### src/verilog/memmap_pkg.sv
package memmap_pkg;

    localparam logic [15:0] VEC_LO = 16'h0000;
    localparam logic [15:0] VEC_HI = 16'h003F;
    localparam logic [15:0] VEC_WDT = 16'h0004;
    localparam logic [15:0] VEC_LAST_IRQ = 16'h001C;
    localparam logic [15:0] VEC_BREAK = 16'h003E;
    localparam logic [15:0] TCALL_LO = 16'h0040;
    localparam logic [15:0] TCALL_HI = 16'h007F;
    localparam logic [15:0] FCALL_LO = 16'h0800;
    localparam logic [15:0] FCALL_HI = 16'h0FFF;
    localparam logic [16:0] ROM_SIZE_V0 = 17'h04000;
    localparam logic [16:0] ROM_SIZE_V1 = 17'h06000;
    localparam logic [16:0] ROM_SIZE_V2 = 17'h08000;
    localparam logic [16:0] ROM_SIZE_V3 = 17'h0A000;
    localparam logic [16:0] ROM_SIZE_V4 = 17'h0F000;
    localparam logic [15:0] XRAM_LO = 16'hF400;
    localparam logic [15:0] XRAM_HI = 16'hF7FF;
    localparam logic [15:0] DISP_LO = 16'hFA50;
    localparam logic [15:0] DISP_HI = 16'hFA7F;
    localparam logic [15:0] SBUF_LO = 16'hFAC0;
    localparam logic [15:0] SBUF_HI = 16'hFAFF;
    localparam logic [15:0] HSRAM_LO_SMALL = 16'hFD00;
    localparam logic [15:0] HSRAM_LO_LARGE = 16'hFB00;
    localparam logic [15:0] HSRAM_HI = 16'hFEFF;
    localparam logic [15:0] GREG_LO = 16'hFEE0;
    localparam logic [15:0] GREG_HI = 16'hFEFF;
    localparam logic [15:0] SFR_LO = 16'hFF00;
    localparam logic [15:0] SFR_HI = 16'hFFFF;
    localparam logic [15:0] PC_RESET = 16'h0000;

    typedef enum logic [2:0] {
        VAR_ROM16K,
        VAR_ROM24K,
        VAR_ROM32K,
        VAR_ROM40K,
        VAR_PROM60K
    } variant_t;

    // One-hot region selects; at most one bit is ever set.
    typedef struct packed {
        logic rom;
        logic xram;
        logic disp;
        logic sbuf;
        logic hsram;
        logic sfr;
    } region_t;

    // Sub-area flags inside the selected region.
    typedef struct packed {
        logic vector;
        logic vec_odd;
        logic tcall;
        logic fcall;
        logic greg;
        logic data_win;
    } area_t;

    typedef enum logic [1:0] {
        ACC_FETCH,
        ACC_READ,
        ACC_WRITE,
        ACC_STACK
    } access_t;

endpackage

### src/verilog/memory_map_decoder.sv
`timescale 1ns/1ns
// Contract
// - Decode flat 64 KB, 16-bit shared address.
// - 0000H-003FH is the vector table.
// - Vector low byte even, high byte odd.
// - Fixed vector slots reset through break.
// - 0040H-007FH is the table-call area.
// - 0800H-0FFFH is the fixed-call entry area.
// - ROM from zero, size set by variant.
// - High-speed RAM 512 or 1024 bytes.
// - FEE0H-FEFFH holds four register banks.
// - Only PROM variant decodes F400H-F7FFH.
// - FAC0H-FAFFH is serial buffer RAM.
// - Buffer RAM is plain RAM without auto mode.
// - FA50H-FA7FH is display RAM, also plain.
// - FF00H-FFFFH is the SFR area.
// - Data window FD00H or FB00H up to FFFFH.
// - High-speed RAM accepts stack pushes and pops.
// - Fetches use the program counter address.
// - Active-low reset clears decoder state.
// - Reset loads program counter from vector 0000H.
module memory_map_decoder (
    // Clock and reset
    input wire logic clk,
    input wire logic rstn,
    // Product variant, static strap
    input wire memmap_pkg::variant_t variant,
    // Core access request
    input wire logic req,
    input wire memmap_pkg::access_t acc,
    input wire logic [15:0] data_addr,
    input wire logic [15:0] program_counter,
    input wire logic auto_serial_on,
    // Reset vector bytes read back from ROM
    input wire logic [7:0] rom_data,
    // Decoded result, one cycle after the request
    output memmap_pkg::region_t region_r,
    output memmap_pkg::area_t area_r,
    output logic [15:0] addr_r,
    output logic valid_r,
    output logic sbuf_serial_r,
    output logic stack_ok_r,
    output logic [1:0] greg_bank_r,
    output logic [2:0] greg_index_r,
    // Reset vector fetch
    output logic [15:0] reset_pc_r,
    output logic boot_done_r
);

    typedef enum logic [1:0] {
        BOOT_LO,
        BOOT_HI,
        BOOT_RUN
    } boot_t;

    boot_t boot_r;
    logic [15:0] addr;
    logic [16:0] rom_size;
    logic [15:0] hsram_lo;
    memmap_pkg::region_t region_nxt;
    memmap_pkg::area_t area_nxt;
    logic vec_slot_nxt;
    logic vec_slot_r;

    // Fetches address from the program counter, data from the core.
    always_comb begin
        if (acc == memmap_pkg::ACC_FETCH) begin
            addr = program_counter;
        end else begin
            addr = data_addr;
        end
    end

    always_comb begin
        unique case (variant)
            memmap_pkg::VAR_ROM16K: rom_size = memmap_pkg::ROM_SIZE_V0;
            memmap_pkg::VAR_ROM24K: rom_size = memmap_pkg::ROM_SIZE_V1;
            memmap_pkg::VAR_ROM32K: rom_size = memmap_pkg::ROM_SIZE_V2;
            memmap_pkg::VAR_ROM40K: rom_size = memmap_pkg::ROM_SIZE_V3;
            memmap_pkg::VAR_PROM60K: rom_size = memmap_pkg::ROM_SIZE_V4;
            default: rom_size = memmap_pkg::ROM_SIZE_V0;
        endcase
    end

    // Two smallest parts carry 512 bytes, the rest 1024.
    always_comb begin
        if (variant == memmap_pkg::VAR_ROM16K ||
                variant == memmap_pkg::VAR_ROM24K) begin
            hsram_lo = memmap_pkg::HSRAM_LO_SMALL;
        end else begin
            hsram_lo = memmap_pkg::HSRAM_LO_LARGE;
        end
    end

    // Ranges are disjoint for every variant, so the select is one-hot.
    always_comb begin
        region_nxt = '0;
        area_nxt = '0;
        if ({1'b0, addr} < rom_size) begin
            region_nxt.rom = 1'b1;
        end else if (variant == memmap_pkg::VAR_PROM60K &&
                addr >= memmap_pkg::XRAM_LO &&
                addr <= memmap_pkg::XRAM_HI) begin
            region_nxt.xram = 1'b1;
        end else if (addr >= memmap_pkg::DISP_LO &&
                addr <= memmap_pkg::DISP_HI) begin
            region_nxt.disp = 1'b1;
        end else if (addr >= memmap_pkg::SBUF_LO &&
                addr <= memmap_pkg::SBUF_HI) begin
            region_nxt.sbuf = 1'b1;
        end else if (addr >= hsram_lo && addr <= memmap_pkg::HSRAM_HI) begin
            region_nxt.hsram = 1'b1;
        end else if (addr >= memmap_pkg::SFR_LO) begin
            region_nxt.sfr = 1'b1;
        end
        area_nxt.vector = addr <= memmap_pkg::VEC_HI;
        area_nxt.vec_odd = area_nxt.vector && addr[0];
        area_nxt.tcall = addr >= memmap_pkg::TCALL_LO &&
                addr <= memmap_pkg::TCALL_HI;
        area_nxt.fcall = addr >= memmap_pkg::FCALL_LO &&
                addr <= memmap_pkg::FCALL_HI;
        area_nxt.greg = addr >= memmap_pkg::GREG_LO &&
                addr <= memmap_pkg::GREG_HI;
        area_nxt.data_win = addr >= hsram_lo;
    end

    // A slot is the low byte of a fixed entry: reset, then the interrupt
    // entries from the watchdog up, then the break entry. The bytes in
    // between are reserved, so they never count as a slot.
    always_comb begin
        vec_slot_nxt = 1'h0;
        if (addr == memmap_pkg::VEC_LO) begin
            vec_slot_nxt = 1'h1;
        end else if (addr >= memmap_pkg::VEC_WDT &&
                addr <= memmap_pkg::VEC_LAST_IRQ && !addr[0]) begin
            vec_slot_nxt = 1'h1;
        end else if (addr == memmap_pkg::VEC_BREAK) begin
            vec_slot_nxt = 1'h1;
        end
    end

    // The slot flag is answered together with the region selects.
    always_ff @(posedge clk) begin
        if (!rstn) begin
            vec_slot_r <= 1'h0;
        end else begin
            vec_slot_r <= req && vec_slot_nxt;
        end
    end

    always_ff @(posedge clk) begin
        if (!rstn) begin
            region_r <= '0;
            area_r <= '0;
            addr_r <= 16'h0000;
            valid_r <= 1'b0;
            sbuf_serial_r <= 1'b0;
            stack_ok_r <= 1'b0;
            greg_bank_r <= 2'h0;
            greg_index_r <= 3'h0;
        end else begin
            region_r <= req ? region_nxt : '0;
            area_r <= req ? area_nxt : '0;
            addr_r <= addr;
            valid_r <= req;
            // Without auto mode the buffer is ordinary RAM.
            sbuf_serial_r <= req && region_nxt.sbuf && auto_serial_on;
            stack_ok_r <= req && acc == memmap_pkg::ACC_STACK &&
                    region_nxt.hsram;
            greg_bank_r <= addr[4:3];
            greg_index_r <= addr[2:0];
        end
    end

    // Boot reads the reset vector: low byte at 0000H, high at 0001H.
    // The ROM answers rom_data in the cycle the address is presented.
    always_ff @(posedge clk) begin
        if (!rstn) begin
            boot_r <= BOOT_LO;
            reset_pc_r <= memmap_pkg::PC_RESET;
            boot_done_r <= 1'b0;
        end else begin
            unique case (boot_r)
                BOOT_LO: begin
                    reset_pc_r[7:0] <= rom_data;
                    boot_r <= BOOT_HI;
                end
                BOOT_HI: begin
                    reset_pc_r[15:8] <= rom_data;
                    boot_r <= BOOT_RUN;
                    boot_done_r <= 1'b1;
                end
                BOOT_RUN: begin
                    boot_r <= BOOT_RUN;
                end
            endcase
        end
    end
endmodule // memory_map_decoder

### config.mk
export PLATFORM = sky130hd
export DESIGN_NAME = memory_map_decoder
export DESIGN_NICKNAME = d
export VERILOG_FILES = /design/src/verilog/memmap_pkg.sv /design/src/verilog/memory_map_decoder.sv
export SDC_FILE = /design/constraint.sdc
export NUM_CORES = 1
export LEC_CHECK = 0
export ABC_AREA = 0
export ABC_CLOCK_PERIOD_IN_PS = 3850
export BUFFER_PORTS_ARGS = -buffer_cell sky130_fd_sc_hd__clkbuf_2
export CAP_MARGIN = 10
export CORE_MARGIN = 10
export CORE_UTILIZATION = 40
export CTS_CLUSTER_DIAMETER = 150
export DETAILED_ROUTE_END_ITERATION = 12
export GPL_TIMING_DRIVEN = 0
export MAX_ROUTING_LAYER = met4
export PLACE_DENSITY = 0.7
export SLEW_MARGIN = 20
export SYNTH_ARGS = -nofsm -noshare
export SYNTH_HDL_FRONTEND = slang
export SYNTH_SLANG_ARGS = --single-unit
### constraint.sdc
create_clock -name clk -period 3.85 [get_ports clk]
set_input_delay 0.385 -clock clk [delete_from_list [all_inputs] [get_ports clk]]
set_output_delay 0.385 -clock clk [all_outputs]
set_load 0.05 [all_outputs]
==> results by group <==
Cells and area
  • Fin nets: 393
  • ANT cells: 0
  • Layout cells sized above 1: 36.09%
  • Filler cells: 507
  • Seq. cell area: 0.001001 sq mm
  • Multi-input gate area: 0.001040 sq mm
  • Final core occ: 55.18%
  • Area delta synth->final: 32.08%

Timing
  • Achievable frequency: 0.4189 GHz
  • Final hold vios: 0
  • Unrepaired setup endpoints after global routing: false
  • Final setup vio count: 0
  • Period utilisation layout: 62.01%
  • Setup tns final: 0 ps
  • PnR worst setup slack: 1463 ps
  • Tmin final: 2387 ps
  • Worst Tran Pin Value: 671.0 ps
  • Worst-case clock skew: 2.919 ps
  • Max-slew violations: 0
  • Hold_ws: 280.1 ps
  • Worst slew margin: 55.27%

Hold path
  • Worst hold start: auto_serial_on
  • Hold EP: sbuf_serial_r
  • Worst Hold Class: in2reg
  • Worst Hold Depth: 3

Synthesis
  • Fraction of the mapped netlist area in compound gates: 8.570%
  • Synthesized cell area: 0.002161 sq mm
  • EDFF count, synth: 0
  • Syn avg cell area: 9.436 sq um
  • Post-synth top area share: 46.32%
  • Largest family of logic cells by synthesized area: simple AND/OR/NAND/NOR gates
  • XOR/XNOR Fraction of Synth Area: 0%
  • Dominant cell type by area after synthesis: dfxtp_1
  • Multiplexer area fraction after synthesis: 9.323%
  • Post-Synth Adder-Cell Area: 4.053%
  • Synthesis-stage register bit count: 50
  • Post-synthesis simple-gate area fraction: 26.17%
  • FFs w/ async S/R, synth: 0%
  • Seq/Total Area, Yosys: 46.32%
  • Post-synthesis instance total: 229
  • Synth cell types: 44
  • Syn. warnings: 0
  • Most used DFF post-synth: dfxtp_1
  • Ranking of synthesized cells by area: dfxtp_1 46%, mux2i_1 8.8%, nor2b_1 6.1%, nand2_1 5.7%, ha_1 4.1%
  • Synth Net Count: 285

Clock network
  • TritonCTS Buffers: 5
  • Post-CTS setup buffer count: 0
  • Clk_lat worst skew: 300 ps
  • Clock tree sinks: 50
  • CTS tree: built
  • Root Driver: clkbuf_8
  • Hold-fix buffers, CTS: 0
  • Max H-tree Level: 2
  • Clk pin slew, worst setup/hold paths: 90 ps
  • Cts repair resizes: 0
  • Max Buffers Root-to-Sink: 2

Critical path
  • Crit. End Element: flip-flop
  • R2R depth: 5
  • R2r endpoint: reset_pc_r[11]
  • Reg2Reg Launch Point: boot_r[1]
  • CP max stage cell: clkbuf_1
  • CP cell instances: clkbuf_2, nor2_2, buf_6, clkbuf_1, nand2_1, nand2_1, ha_1, o21a_1, o21ai_0, a32oi_2, nand3_1, and4b_1
  • Max incr delay on CP: 400 ps
  • CP delay by family, top: simple AND/OR/NAND/NOR gates
  • Critical Path Fanout Max: 10
  • Flop2flop setup slack: 2400 ps
  • Setup crit start kind: input pin
  • Buf+Inv Stages, Crit Path: 3
  • Worst Path Required: 4040 ps
  • Crit path DAT: 2580 ps
  • Crit Path Category: in2reg
  • Crit-path most repeated cell: nand2_1

Drt
  • Antenna Nets Post-Route: 0
  • DRT iter0 DRCs: 75
  • Vias per cell: 4.814
  • Vias: 1,964
  • Post-route DRC violation count: 0
  • Drt first pass iters: 4
  • Routed WL: 6326 um
  • Routed len/inst: 15.50 um

Floorplan
  • Area of the die: 0.008742 sq mm
  • Die Wd: 93.50 um
  • Core Rows: 26
  • Core area: 0.005172 sq mm
  • Starting Density: 41.78%
  • Die height: 93.50 um
  • I/O pins: 102

Global route
  • Vias in the first global route: 2,041
  • First-pass GRT wire length: 10,040 um
  • Total grt overflow: 0
  • Largest net degree at the start of global routing: 17
  • Initial antenna violation count: 0
  • GRT Total Usage: 14.67%

Placed design
  • Port bufs: 101
  • Gpl congestion: 0.8631
  • Dpl ws: 1171 ps
  • DP HPWL: 5107 um

Run status
  • Status: finished clean

Pwr
  • Tot Pwr: 1.539 mW
  • Worst supply voltage drop on vdd: 226.8 uV
  • LEAKAGE: 1.423 nW
  • Power density cells: 539.1 mW/mm^2

Flow run
  • Max Cap Viol: 0
[per-layer routing]
layer  track usage [%]  wire (um)  part of all wire, %
met2             24.83       3171                   50
met4             5.013         80                  1.3
met5                 -          0                    0
met3             3.277        433                  6.8
met1             16.68       2640                   42
[layout make-up]
type	instances	area share, %
Sequential cell	50	35.07
Clock buffer	6	2.893
Tap cell	70	3.069
Clock inverter	2	0.6138
Timing Repair Buffer	101	17.71
Buffer	14	3.025
Multi-Input combinational cell	156	36.43
Inverter	9	1.184
[sequential cells by signal (all words and copies together) (netlist names)]
signal and flops:
addr_r 16, area_r 6, boot_done_r 1, boot_r 2
region_r 6, reset_pc_r 16, sbuf_serial_r 1, stack_ok_r 1
valid_r 1
[where the power goes]
group          switching, mW  internal (mW)
combinational          0.406          0.191
sequential            0.0293          0.587
clock                  0.178          0.148
[logic make-up after synthesis]
group | Yosys count
compound gates | 26
fa+ha+maj | 7
buf+inv | 23
flops | 50
mux | 20
simple gates | 103
[tightest hold or removal path: cells and delay by family]
| kind | cells | cell delay, ps |
|---|---|---|
| buf+inv | 2 | 120 |
| simple gates | 1 | 40 |
[placed cells by master (no fill, tap or decap), types with 7 or more instances in the layout]
| cell type | count |
|---|---|
| and2_1 | 11 |
| clkbuf_1 | 7 |
| ha_1 | 7 |
| clkbuf_2 | 101 |
| nor2_1 | 8 |
| mux2i_1 | 19 |
| nor2b_1 | 21 |
| inv_1 | 9 |
| dfxtp_1 | 50 |
| nand2_1 | 33 |
[synth_stat cells, drive strengths merged (2+ instances only)]
cell type / instances
o41ai: 2
o21a: 2
dfxtp: 50
inv: 9
or4: 2
nor2b: 21
or2: 2
a21boi: 6
o21ai: 4
a21oi: 5
nor2: 9
ha: 7
and3: 4
nand2: 33
clkbuf: 7
nor3: 4
nor4b: 3
buf: 7
mux2i: 19
nand3: 3
and2: 11
[worst max path at each step]
| stage | startpoint | depth (start not counted) | slack (ps) | to |
|---|---|---|---|---|
| floorplan | acc[1] | 11 | 1720 | region_r[1] |
| detailed placement | acc[1] | 12 | 1170 | region_r[1] |
| CTS | acc[1] | 12 | 1470 | region_r[1] |
| global placement | acc[1] | 12 | 1160 | region_r[1] |
| finish | acc[1] | 12 | 1460 | region_r[1] |
| global route | acc[1] | 12 | 1280 | stack_ok_r |
[metrics by stage]
step | cell area [sq um] | instances
finish | 2854 | 408
global route | 2854 | 408
CTS | 2854 | 408
detailed placement | 2754 | 400
global placement | 2754 | 400
floorplan | 2161 | 229
Note: power is estimated with default switching activity, not from simulation.
